===== src/hdl/pmic_pkg.sv =====
package pmic_pkg;
    // ------------------------------------------------------------
    // Register offsets
    // ------------------------------------------------------------
    localparam logic [7:0] ADDR_DEVICE_REVISION = 8'h00;
    localparam logic [7:0] ADDR_CONFIG_VERSION  = 8'h01;
    localparam logic [7:0] ADDR_BUCK_A_CONTROL  = 8'h02;
    localparam logic [7:0] ADDR_PLL_CONTROL     = 8'h14;
    localparam logic [7:0] ADDR_PG_CONTROL_A    = 8'h15;
    localparam logic [7:0] ADDR_PG_CONTROL_B    = 8'h16;
    localparam logic [7:0] ADDR_PG_FAULTS       = 8'h17;
    localparam logic [7:0] ADDR_SOFTWARE_RESET  = 8'h18;
    localparam logic [7:0] ADDR_TOP_INT_A       = 8'h19;
    localparam logic [7:0] ADDR_TOP_INT_B       = 8'h1a;
    localparam logic [7:0] ADDR_BUCK_INT        = 8'h1b;
    localparam logic [7:0] ADDR_LINEAR_INT      = 8'h1c;
    localparam logic [7:0] ADDR_TOP_STATUS      = 8'h1d;
    localparam logic [7:0] ADDR_BUCK_STATUS     = 8'h1e;
    localparam logic [7:0] ADDR_LINEAR_STATUS   = 8'h1f;
    localparam logic [7:0] ADDR_TOP_MASK_A      = 8'h20;
    localparam logic [7:0] ADDR_TOP_MASK_B      = 8'h21;
    localparam logic [7:0] ADDR_BUCK_MASK       = 8'h22;
    localparam logic [7:0] ADDR_LINEAR_MASK     = 8'h23;
    localparam logic [7:0] ADDR_LOAD_SELECT     = 8'h24;
    localparam logic [7:0] ADDR_LOAD_HIGH       = 8'h25;
    localparam logic [7:0] ADDR_LOAD_LOW        = 8'h26;
    // ------------------------------------------------------------
    // Field layouts and implemented-bit masks
    // ------------------------------------------------------------
    localparam int          FPWM_BIT        = 3;
    localparam int          RDIS_BIT        = 2;
    localparam int          PIN_GATE_BIT    = 1;
    localparam int          EN_BIT          = 0;
    localparam int          SW_RESET_BIT    = 0;
    localparam int          RESET_INT_BIT   = 0;
    localparam int          INT_COUNT       = 4;
    localparam logic [7:0]  BUCK_A_WMASK    = 8'h0f;
    localparam logic [7:0]  PLL_WMASK       = 8'h5f;
    localparam logic [7:0]  PG_A_WMASK      = 8'hff;
    localparam logic [7:0]  PG_B_WMASK      = 8'h07;
    localparam logic [7:0]  POWER_GOOD_FAULTS_RMASK  = 8'h0f;
    localparam logic [7:0]  TOP_STAT_RMASK  = 8'h9e;
    localparam logic [7:0]  CONV_STAT_RMASK = 8'hdd;
    localparam logic [7:0]  LOAD_SEL_WMASK  = 8'h01;
    // Index 0 top A, 1 top B, 2 buck, 3 linear
    localparam logic [3:0][7:0] INT_WMASK  = {8'h77, 8'h77, 8'h01, 8'hff};
    localparam logic [3:0][7:0] MASK_WMASK = {8'hdd, 8'hdd, 8'h01, 8'h95};
    // ------------------------------------------------------------
    // Reset values and serial link constants
    // ------------------------------------------------------------
    localparam logic [7:0]  BUCK_A_RESET    = 8'h07;
    localparam logic [5:0]  DEVREV_LOW      = 6'h02;
    localparam logic [6:0]  DEV_ADDR_RESET  = 7'h60;
    localparam logic [3:0]  BYTE_BITS       = 4'h8;
    // Serial target states, Gray along address, data, acknowledge
    typedef enum logic [2:0] {
        ST_IDLE     = 3'h0,
        ST_ADDR     = 3'h1,
        ST_ADDR_ACK = 3'h3,
        ST_RX       = 3'h2,
        ST_RX_ACK   = 3'h6,
        ST_TX       = 3'h7,
        ST_TX_ACK   = 3'h5,
        ST_WAIT     = 3'h4
    } i2c_state_type;
endpackage : pmic_pkg


===== src/hdl/buck_ctrl_if.sv =====
`timescale 1ns/1ps
// Control bits to the first converter and its resulting drive
interface buck_ctrl_if;
    logic [3:0] ctl;        // Low nibble of buck_a_control
    logic       en_pin;     // External enable pin level
    logic       run;        // Converter on
    logic       fpwm;       // Forced PWM mode
    logic       discharge;  // Discharge resistor connected
    modport bank (output ctl, output en_pin, input run, input fpwm, input discharge);
    modport conv (input ctl, input en_pin, output run, output fpwm, output discharge);
endinterface : buck_ctrl_if


===== src/hdl/pmic_control_register_bank.sv =====
`timescale 1ns/1ps
module pmic_control_register_bank
    import pmic_pkg::*;
#(
    parameter logic [6:0] DEV_ADDR       = DEV_ADDR_RESET,
    parameter logic [1:0] PART_ID        = 2'h1,  // Arbitrary value
    parameter logic [7:0] CONFIG_VERSION = 8'h5a  // Arbitrary value
) (
    input  wire logic            SYS_CLK,
    input  wire logic            RST_N,
    input  wire logic            SCL,
    input  wire logic            SDA_IN,
    output wire logic            SDA_OUT,
    output wire logic            SDA_OE,
    input  wire logic            EN_PIN,
    input  wire logic [3:0]      POWER_GOOD_FAULTS_IN,
    input  wire logic [7:0]      TOP_STAT_IN,
    input  wire logic [7:0]      BUCK_STAT_IN,
    input  wire logic [7:0]      LINEAR_STATUS_IN,
    input  wire logic [8:0]      LOAD_CURRENT_IN,
    input  wire logic [3:0][7:0] INT_EVENT,
    output wire logic            BUCK_A_RUN,
    output wire logic            BUCK_A_FORCED_PWM,
    output wire logic            BUCK_A_DISCHARGE,
    output wire logic [7:0]      PLL_SETTING,
    output wire logic [7:0]      PGOOD_SETTING_A,
    output wire logic [7:0]      PGOOD_SETTING_B,
    output wire logic            LOAD_SELECT,
    output wire logic [3:0][7:0] INT_FLAGS,
    output wire logic [3:0][7:0] INT_MASKS
);
    // ------------------------------------------------------------
    // State
    // ------------------------------------------------------------
    typedef struct packed {
        logic            scl_q;     // Previous clock sample
        logic            sda_q;     // Previous data sample
        i2c_state_type   st;        // Serial target state
        logic [3:0]      cnt;       // Bits in current byte
        logic [7:0]      shift;     // Byte shifter
        logic            rw;        // Read transfer
        logic            have_reg;  // Register byte received
        logic            nack;      // Host refused a byte
        logic [7:0]      index;     // Register index
        logic            sda_oe;    // Pulling data low
        logic [7:0]      buck_a;    // First converter control
        logic [7:0]      pll;       // Clock PLL setup
        logic [7:0]      pg_a;      // Power-good control A
        logic [7:0]      pg_b;      // Power-good control B
        logic [7:0]      load_sel;  // Load meter select
        logic [3:0][7:0] intr;      // Sticky interrupt flags
        logic [3:0][7:0] imask;     // Interrupt masks
    } bank_type;

    localparam bank_type BANK_RESET = '{scl_q: 1'b1, sda_q: 1'b1, st: ST_IDLE,
                                        buck_a: BUCK_A_RESET, default: '0};

    bank_type   r;          // Registered state
    bank_type   nxt;        // Next state
    logic [7:0] rd;         // Read data at index
    logic       wr_en;      // Data byte commit strobe
    logic       sw_reset;   // Software reset strobe
    logic       scl_rise;   // Clock rising
    logic       scl_fall;   // Clock falling
    logic       start;      // Start condition
    logic       stop;       // Stop condition

    buck_ctrl_if buck_bus ();  // Link to converter control

    // ------------------------------------------------------------
    // Line events
    // ------------------------------------------------------------
    assign scl_rise = SCL & ~r.scl_q;
    assign scl_fall = ~SCL & r.scl_q;
    assign start    = SCL & r.scl_q & r.sda_q & ~SDA_IN;
    assign stop     = SCL & r.scl_q & ~r.sda_q & SDA_IN;

    // Read multiplexer, unmapped reads zero
    function automatic logic [7:0] read_reg(input bank_type b, input logic [7:0] idx);
        case (idx)
            ADDR_DEVICE_REVISION: read_reg = {PART_ID, DEVREV_LOW};
            ADDR_CONFIG_VERSION:  read_reg = CONFIG_VERSION;
            ADDR_BUCK_A_CONTROL:  read_reg = b.buck_a;
            ADDR_PLL_CONTROL:     read_reg = b.pll;
            ADDR_PG_CONTROL_A:    read_reg = b.pg_a;
            ADDR_PG_CONTROL_B:    read_reg = b.pg_b;
            ADDR_PG_FAULTS:       read_reg = {4'h0, POWER_GOOD_FAULTS_IN} & POWER_GOOD_FAULTS_RMASK;
            ADDR_SOFTWARE_RESET:  read_reg = 8'h00;
            ADDR_TOP_INT_A:       read_reg = b.intr[0];
            ADDR_TOP_INT_B:       read_reg = b.intr[1];
            ADDR_BUCK_INT:        read_reg = b.intr[2];
            ADDR_LINEAR_INT:      read_reg = b.intr[3];
            ADDR_TOP_STATUS:      read_reg = TOP_STAT_IN & TOP_STAT_RMASK;
            ADDR_BUCK_STATUS:     read_reg = BUCK_STAT_IN & CONV_STAT_RMASK;
            ADDR_LINEAR_STATUS:   read_reg = LINEAR_STATUS_IN & CONV_STAT_RMASK;
            ADDR_TOP_MASK_A:      read_reg = b.imask[0];
            ADDR_TOP_MASK_B:      read_reg = b.imask[1];
            ADDR_BUCK_MASK:       read_reg = b.imask[2];
            ADDR_LINEAR_MASK:     read_reg = b.imask[3];
            ADDR_LOAD_SELECT:     read_reg = b.load_sel;
            ADDR_LOAD_HIGH:       read_reg = {7'h00, LOAD_CURRENT_IN[8]};
            ADDR_LOAD_LOW:        read_reg = LOAD_CURRENT_IN[7:0];
            default:              read_reg = 8'h00;
        endcase
    endfunction : read_reg

    // ------------------------------------------------------------
    // Serial target and register file
    // ------------------------------------------------------------
    always_comb begin
        nxt      = r;
        rd       = read_reg(r, r.index);
        wr_en    = 1'b0;
        sw_reset = 1'b0;
        nxt.scl_q = SCL;
        nxt.sda_q = SDA_IN;
        if (start) begin
            // Start or repeated start, index kept for reads
            nxt.st       = ST_ADDR;
            nxt.cnt      = 4'h0;
            nxt.have_reg = 1'b0;
            nxt.sda_oe   = 1'b0;
        end else if (stop) begin
            // Stop ends any transfer
            nxt.st     = ST_IDLE;
            nxt.sda_oe = 1'b0;
        end else begin
            case (r.st)
                ST_IDLE: begin
                    // Wait for start
                end
                ST_ADDR: begin
                    if (scl_rise) begin
                        nxt.shift = {r.shift[6:0], SDA_IN};
                        nxt.cnt   = r.cnt + 4'h1;
                    end else if (scl_fall && r.cnt == BYTE_BITS) begin
                        // Address plus direction bit first
                        if (r.shift[7:1] == DEV_ADDR) begin
                            nxt.sda_oe = 1'b1;
                            nxt.rw     = r.shift[0];
                            nxt.st     = ST_ADDR_ACK;
                        end else begin
                            nxt.st = ST_WAIT;
                        end
                    end
                end
                ST_ADDR_ACK: begin
                    if (scl_fall) begin
                        nxt.cnt = 4'h0;
                        if (r.rw) begin
                            // First read bit goes out here
                            nxt.shift  = rd;
                            nxt.sda_oe = ~rd[7];
                            nxt.nack   = 1'b0;
                            nxt.st     = ST_TX;
                        end else begin
                            nxt.sda_oe = 1'b0;
                            nxt.st     = ST_RX;
                        end
                    end
                end
                ST_RX: begin
                    if (scl_rise) begin
                        nxt.shift = {r.shift[6:0], SDA_IN};
                        nxt.cnt   = r.cnt + 4'h1;
                    end else if (scl_fall && r.cnt == BYTE_BITS) begin
                        nxt.sda_oe = 1'b1;
                        nxt.st     = ST_RX_ACK;
                        if (r.have_reg) begin
                            wr_en = 1'b1;
                        end else begin
                            // Second byte selects the register
                            nxt.index    = r.shift;
                            nxt.have_reg = 1'b1;
                        end
                    end
                end
                ST_RX_ACK: begin
                    if (scl_fall) begin
                        nxt.sda_oe = 1'b0;
                        nxt.cnt    = 4'h0;
                        nxt.st     = ST_RX;
                    end
                end
                ST_TX: begin
                    if (scl_rise) begin
                        nxt.cnt = r.cnt + 4'h1;
                    end else if (scl_fall) begin
                        if (r.cnt == BYTE_BITS) begin
                            nxt.sda_oe = 1'b0;
                            nxt.st     = ST_TX_ACK;
                        end else begin
                            nxt.shift  = {r.shift[6:0], 1'b0};
                            nxt.sda_oe = ~r.shift[6];
                        end
                    end
                end
                ST_TX_ACK: begin
                    if (scl_rise) begin
                        nxt.nack = SDA_IN;
                    end else if (scl_fall) begin
                        if (r.nack) begin
                            nxt.st = ST_WAIT;
                        end else begin
                            // Same register again, index unchanged
                            nxt.shift  = rd;
                            nxt.sda_oe = ~rd[7];
                            nxt.cnt    = 4'h0;
                            nxt.st     = ST_TX;
                        end
                    end
                end
                ST_WAIT: begin
                    // Not addressed or refused, wait for stop
                end
                default: begin
                    nxt.st     = ST_IDLE;
                    nxt.sda_oe = 1'b0;
                end
            endcase
        end
        // Register write and index step
        if (wr_en) begin
            nxt.index = r.index + 8'h01;
            case (r.index)
                ADDR_BUCK_A_CONTROL: nxt.buck_a   = r.shift & BUCK_A_WMASK;
                ADDR_PLL_CONTROL:    nxt.pll      = r.shift & PLL_WMASK;
                ADDR_PG_CONTROL_A:   nxt.pg_a     = r.shift & PG_A_WMASK;
                ADDR_PG_CONTROL_B:   nxt.pg_b     = r.shift & PG_B_WMASK;
                ADDR_SOFTWARE_RESET: sw_reset     = r.shift[SW_RESET_BIT];
                ADDR_TOP_INT_A:      nxt.intr[0]  = r.intr[0] & ~r.shift;
                ADDR_TOP_INT_B:      nxt.intr[1]  = r.intr[1] & ~r.shift;
                ADDR_BUCK_INT:       nxt.intr[2]  = r.intr[2] & ~r.shift;
                ADDR_LINEAR_INT:     nxt.intr[3]  = r.intr[3] & ~r.shift;
                ADDR_TOP_MASK_A:     nxt.imask[0] = r.shift & MASK_WMASK[0];
                ADDR_TOP_MASK_B:     nxt.imask[1] = r.shift & MASK_WMASK[1];
                ADDR_BUCK_MASK:      nxt.imask[2] = r.shift & MASK_WMASK[2];
                ADDR_LINEAR_MASK:    nxt.imask[3] = r.shift & MASK_WMASK[3];
                ADDR_LOAD_SELECT:    nxt.load_sel = r.shift & LOAD_SEL_WMASK;
                default: begin
                    // Read-only or unmapped, write dropped
                end
            endcase
        end
        // Software reset reloads defaults and flags itself
        if (sw_reset) begin
            nxt.buck_a = BUCK_A_RESET;
            nxt.pll      = 8'h00;
            nxt.pg_a     = 8'h00;
            nxt.pg_b     = 8'h00;
            nxt.load_sel = 8'h00;
            nxt.imask    = '0;
            nxt.intr     = '0;
            nxt.intr[1][RESET_INT_BIT] = 1'b1;
        end
        // Events set flags last so a set beats a clear
        for (int i = 0; i < INT_COUNT; i++) begin
            nxt.intr[i] = nxt.intr[i] | (INT_EVENT[i] & INT_WMASK[i]);
        end
    end

    // Register state
    always_ff @(posedge SYS_CLK or negedge RST_N) begin
        if (!RST_N) begin
            r <= BANK_RESET;
        end else begin
            r <= nxt;
        end
    end

    // ------------------------------------------------------------
    // Converter control and outputs
    // ------------------------------------------------------------
    assign buck_bus.ctl    = r.buck_a[3:0];
    assign buck_bus.en_pin = EN_PIN;

    buck_a_ctrl u_buck_a (
        .clk   (SYS_CLK),
        .rst_n (RST_N),
        .bus   (buck_bus)
    );

    assign SDA_OUT           = 1'b0;  // Open drain, only pulls low
    assign SDA_OE            = r.sda_oe;
    assign BUCK_A_RUN        = buck_bus.run;
    assign BUCK_A_FORCED_PWM = buck_bus.fpwm;
    assign BUCK_A_DISCHARGE  = buck_bus.discharge;
    assign PLL_SETTING       = r.pll;
    assign PGOOD_SETTING_A   = r.pg_a;
    assign PGOOD_SETTING_B   = r.pg_b;
    assign LOAD_SELECT       = r.load_sel[0];
    assign INT_FLAGS         = r.intr;
    assign INT_MASKS         = r.imask;
endmodule : pmic_control_register_bank


===== src/hdl/buck_a_ctrl.sv =====
`timescale 1ns/1ps
module buck_a_ctrl
    import pmic_pkg::*;
(
    input  wire logic   clk,
    input  wire logic   rst_n,
    buck_ctrl_if.conv   bus
);
    // ------------------------------------------------------------
    // State
    // ------------------------------------------------------------
    typedef struct packed {
        logic run;   // Converter on
        logic fpwm;  // Forced PWM
        logic dis;   // Discharge connected
    } conv_type;

    conv_type r;    // Registered state
    conv_type nxt;  // Next state

    // Decode enable, mode and discharge
    always_comb begin
        nxt      = r;
        // Pin only counts when gating is selected
        nxt.run  = bus.ctl[EN_BIT] & (~bus.ctl[PIN_GATE_BIT] | bus.en_pin);
        // Zero gives automatic PFM/PWM, one forces PWM
        nxt.fpwm = bus.ctl[FPWM_BIT];
        // Resistor only while the converter is off
        nxt.dis  = bus.ctl[RDIS_BIT] & ~nxt.run;
    end

    // Register state
    always_ff @(posedge clk or negedge rst_n) begin
        if (!rst_n) begin
            r <= '0;
        end else begin
            r <= nxt;
        end
    end

    assign bus.run       = r.run;
    assign bus.fpwm      = r.fpwm;
    assign bus.discharge = r.dis;
endmodule : buck_a_ctrl


===== config.mk =====
export PLATFORM = sky130hd
export DESIGN_NAME = pmic_control_register_bank
export DESIGN_NICKNAME = d
export VERILOG_FILES = /design/src/hdl/pmic_pkg.sv /design/src/hdl/buck_ctrl_if.sv /design/src/hdl/pmic_control_register_bank.sv /design/src/hdl/buck_a_ctrl.sv
export SDC_FILE = /design/constraint.sdc
export NUM_CORES = 1
export LEC_CHECK = 0
export ABC_AREA = 1
export BUFFER_PORTS_ARGS = -buffer_cell sky130_fd_sc_hd__clkbuf_2
export CAP_MARGIN = 10
export CELL_PAD_IN_SITES_DETAIL_PLACEMENT = 2
export CELL_PAD_IN_SITES_GLOBAL_PLACEMENT = 2
export CORE_UTILIZATION = 34
export CTS_BUF_LIST = sky130_fd_sc_hd__clkbuf_8
export DETAILED_ROUTE_END_ITERATION = 8
export GPL_ROUTABILITY_DRIVEN = 0
export PLACE_DENSITY = 0.91
export SLEW_MARGIN = 20
export SYNTH_ARGS = -nofsm -noshare
export SYNTH_HDL_FRONTEND = slang
export SYNTH_SLANG_ARGS = --single-unit

===== constraint.sdc =====
create_clock -name SYS_CLK -period 2.7 [get_ports SYS_CLK]
set_input_delay 0.81 -clock SYS_CLK [delete_from_list [all_inputs] [get_ports SYS_CLK]]
set_output_delay 0.81 -clock SYS_CLK [all_outputs]
set_load 0.05 [all_outputs]

==> out/qor.yml <==
worst_setup_path:
  critical_path_class: "register to register"
  required_ns: 3.03
  crit_slowest_cell: "dfrtp_1"
  critPathLaunchType: "register"
  cp_common_cell: "nor2_1"
  cp_max_fo: 13
  path_buf_inv: 2
  crit_arrival_ns: 2.71
  cpLargestDelayFamily: "simple AND/OR/NAND/NOR gates"
  end_kind: "register"
  critPathMaxStageDelay_ns: 0.43
  path_cells: "inv_1 -> ha_1 -> inv_1 -> nor2_1 -> nand2_1 -> nor2_1 -> nor2_1 -> nand2_1 -> o21ai_0 -> a21boi_1"
grt:
  grt_pass1_vias: 7118
  track_usage: 0.274
  grt_max_degree: 44
  overflow: 0
  antenna_found_initial: 0
  grt_pass1_wl_um: 41600
timing:
  max_slew.worst_pin.slew_ns: 0.657
  slew_headroom: 0.560
  clock-skew-final_ns: 0.0182
  setup_violations: 0
  grt_setup_unrepaired: "false"
  slew_violations: 0
  tns_ns: 0
  min_period_ns: 2.38
  period_share: 0.880
  timing.fmax_mhz: 421
  hold_viol_final: 0
cells_and_area:
  n_fill_cell: 2371
  layout_commonest_cell: "nand2_1"
  final_area_um2: 7420
  n_antenna_cell: 0
  area_growth_pct: 9.53
  seqCellArea_um2: 2580
  drive_gt1_frac: 0.238
  mostFrequentLayoutCells: "133 x nand2_1, 125 x clkbuf_2, 107 x nand3_1"
  nets: 1027
  multi_input_area_um2: 3110
logic_synthesis:
  synth_cell_types: 44
  syn-instance-count: 878
  synth_compound_area_frac: 0.154
  yosys.area.top_type_share: 0.362
  yosysSeqAreaShare: 0.381
  netlist_area_um2: 6780
  ys.flop_type: "dfrtp_1"
  synth_top_family_by_area: "simple AND/OR/NAND/NOR gates"
  synth-edff-count: 0
  avgSynthCellArea_um2: 7.72
  synth_top_cells_by_area: "dfrtp_1 36%, buf_4 10%, nand3_1 7.9%, nand2_1 7.4%, inv_1 4.8%"
  yosys_warnings: 0
  ys_ff_latch: 103
  synthArstFlopShare: 1.00
  synthMuxAreaShare: 0.00166
  synthAdderAreaFrac: 0.0111
  synthSimpleGateAreaFrac: 0.275
  synth-xor-area-share: 0.00517
  yosysTopAreaCell: "dfrtp_1"
floorplanning:
  die-area_um2: 20500
  floorplan.initialDensity: 0.347
  fp.coreArea_um2: 19500
  die_x_um: 143
  rows: 51
  ios: 168
  die_h_um: 143
placement:
  place_area_um2: 7190
  portBuffers: 126
  hpwlAfterDp_um: 20600
detailed_routing:
  viasPerCell: 5.39
  drtAntennaViolNets: 0
  drt-total-wl_um: 26900
  drt_iter0_markers: 441
  vias: 6560
  first_pass_iters: 5
  drc: 0
  wl_per_cell_um: 22.1
min_path:
  min_path_type: "primary input to asynchronous set/reset pin"
clock_network:
  post_cts_resized: 0
  cts_setup_buffers: 0
  cts_sinks: 103
  cts_buffers: 9
  tritoncts: "built"
  cts.htree.levels: 3
  clk_transition_reported_paths_ns: 0.11
  clk_latency_ns: 0.41
  postCtsHoldBufs: 0
  cts_root_buf: "clkbuf_8"
  clockBufferDepth: 2
status:
  status: "completed"
power:
  power_density_nw_per_um2: 684
  p_leak_nw: 3.86
  ir_drop_mv: 0.454
job:
  drv_cap: 0
==> per-stage QoR <==
step           worst slack [ns]  hold slack (ns)  instances   util  total power [mW]
4_1_cts                   0.352            0.284       1217  0.380              5.09
3_3_place_gp              0.201            0.426       1201  0.368              3.77
5_1_grt                   0.150            0.282       1217  0.380              5.36
2_1_floorplan             0.722            0.375        900      -              3.22
3_5_place_dp              0.119            0.439       1201  0.368              3.89
6_report                  0.324            0.289       1217  0.380              5.07
==> registers in the layout, summed over array words and instances (netlist names) <==
register	count
r	28
PGOOD_SETTING_B	3
LOAD_SELECT	1
buck_bus.ctl	4
u_buck_a.bus.discharge	1
PGOOD_SETTING_A	8
INT_MASKS	17
u_buck_a.bus.run	1
u_buck_a.bus.fpwm	1
SDA_OE	1
PLL_SETTING	6
INT_FLAGS	32
==> worst register-to-register path: cells and delay by family (launching register included) <==
| family | cells | cell delay, ns |
|---|---|---|
| flip-flops | 1 | 0.43 |
| adder cells (fa/ha/maj) | 1 | 0.21 |
| AND/OR/NAND/NOR | 5 | 1.06 |
| buffers and inverters | 2 | 0.30 |
| AO/OA/AOI/OAI | 2 | 0.31 |
==> cell families (layout without fill, tap and decap cells) <==
kind of cell,count (synthesis),after routing
adders and majority gates,6,6
buffers and inverters,205,257
and+or+nand+nor,382,382
muxes,1,1
DFF,103,103
xor gates and xnor gates,4,4
other,1,23
AOI/OAI and AO/OA,176,176
==> layer usage <==
metal | vias up | GRT usage | routed length (um) | share of wire
met5 | - | 0 | 0 | 0
met4 | 0 | 0.0990 | 661 | 0.025
met3 | 43 | 0.0436 | 1450 | 0.054
met2 | 206 | 0.472 | 13200 | 0.49
met1 | 3369 | 0.344 | 11500 | 0.43
li1 | 2942 | - | - | -
==> power by group <==
group / switching (mW) / leakage [nW] / internal [mW] / total [mW]
clock: 0.604 / 0.109 / 0.553 / 1.16
sequential: 0.271 / 1.12 / 1.73 / 2.00
combinational: 1.37 / 2.63 / 0.552 / 1.92
total: 2.24 / 3.86 / 2.83 / 5.07
==> final timing paths <==
path | startpoint | to | slack (ns) | cells past startpoint
max in group asynchronous | RST_N | buck_bus.ctl[1]$_DFFE_PN1P_ | 1.74 | 2
hold reg to reg | buck_bus.ctl[3]$_DFFE_PN0P_ | u_buck_a.bus.fpwm$_DFF_PN0_ | 0.47 | 0
min in group SYS_CLK | buck_bus.ctl[3]$_DFFE_PN0P_ | u_buck_a.bus.fpwm$_DFF_PN0_ | 0.47 | 0
setup / recovery | r[105]$_DFFE_PN0P_ | r[119]$_DFFE_PN0P_ | 0.32 | 10
hold / removal | RST_N | PGOOD_SETTING_A[7]$_DFFE_PN0P_ | 0.29 | 1
setup reg to reg | r[105]$_DFFE_PN0P_ | r[119]$_DFFE_PN0P_ | 0.32 | 10
==> cell type report <==
type                       count  share of cell area
inverter                      99              0.0501
clock inverter                 6              0.0125
tap                          265              0.0447
multi-input combinational    592               0.420
clock buffer                  10              0.0185
sequential                   103               0.348
timing repair buffer         142               0.107
==> cell usage after synthesis (2+ instances only) <==
library cell,count
a22oi_1,2
nor2_2,9
a21oi_2,3
buf_2,7
dfrtp_1,98
a21boi_1,7
nand2_1,133
o31ai_1,4
buf_6,4
buf_4,94
o211ai_1,4
nand2_2,17
nand3_2,5
inv_1,87
o21ai_0,64
nor2_4,5
nand3_4,4
ha_1,6
o21ai_1,11
nand3_1,107
a21oi_1,28
dfstp_2,5
o22ai_1,28
nand4_1,11
nand2_4,4
nor2_1,75
inv_2,11
nor3_1,7
xor2_1,3
o21bai_1,21
(Power assumes the default switching activity.)
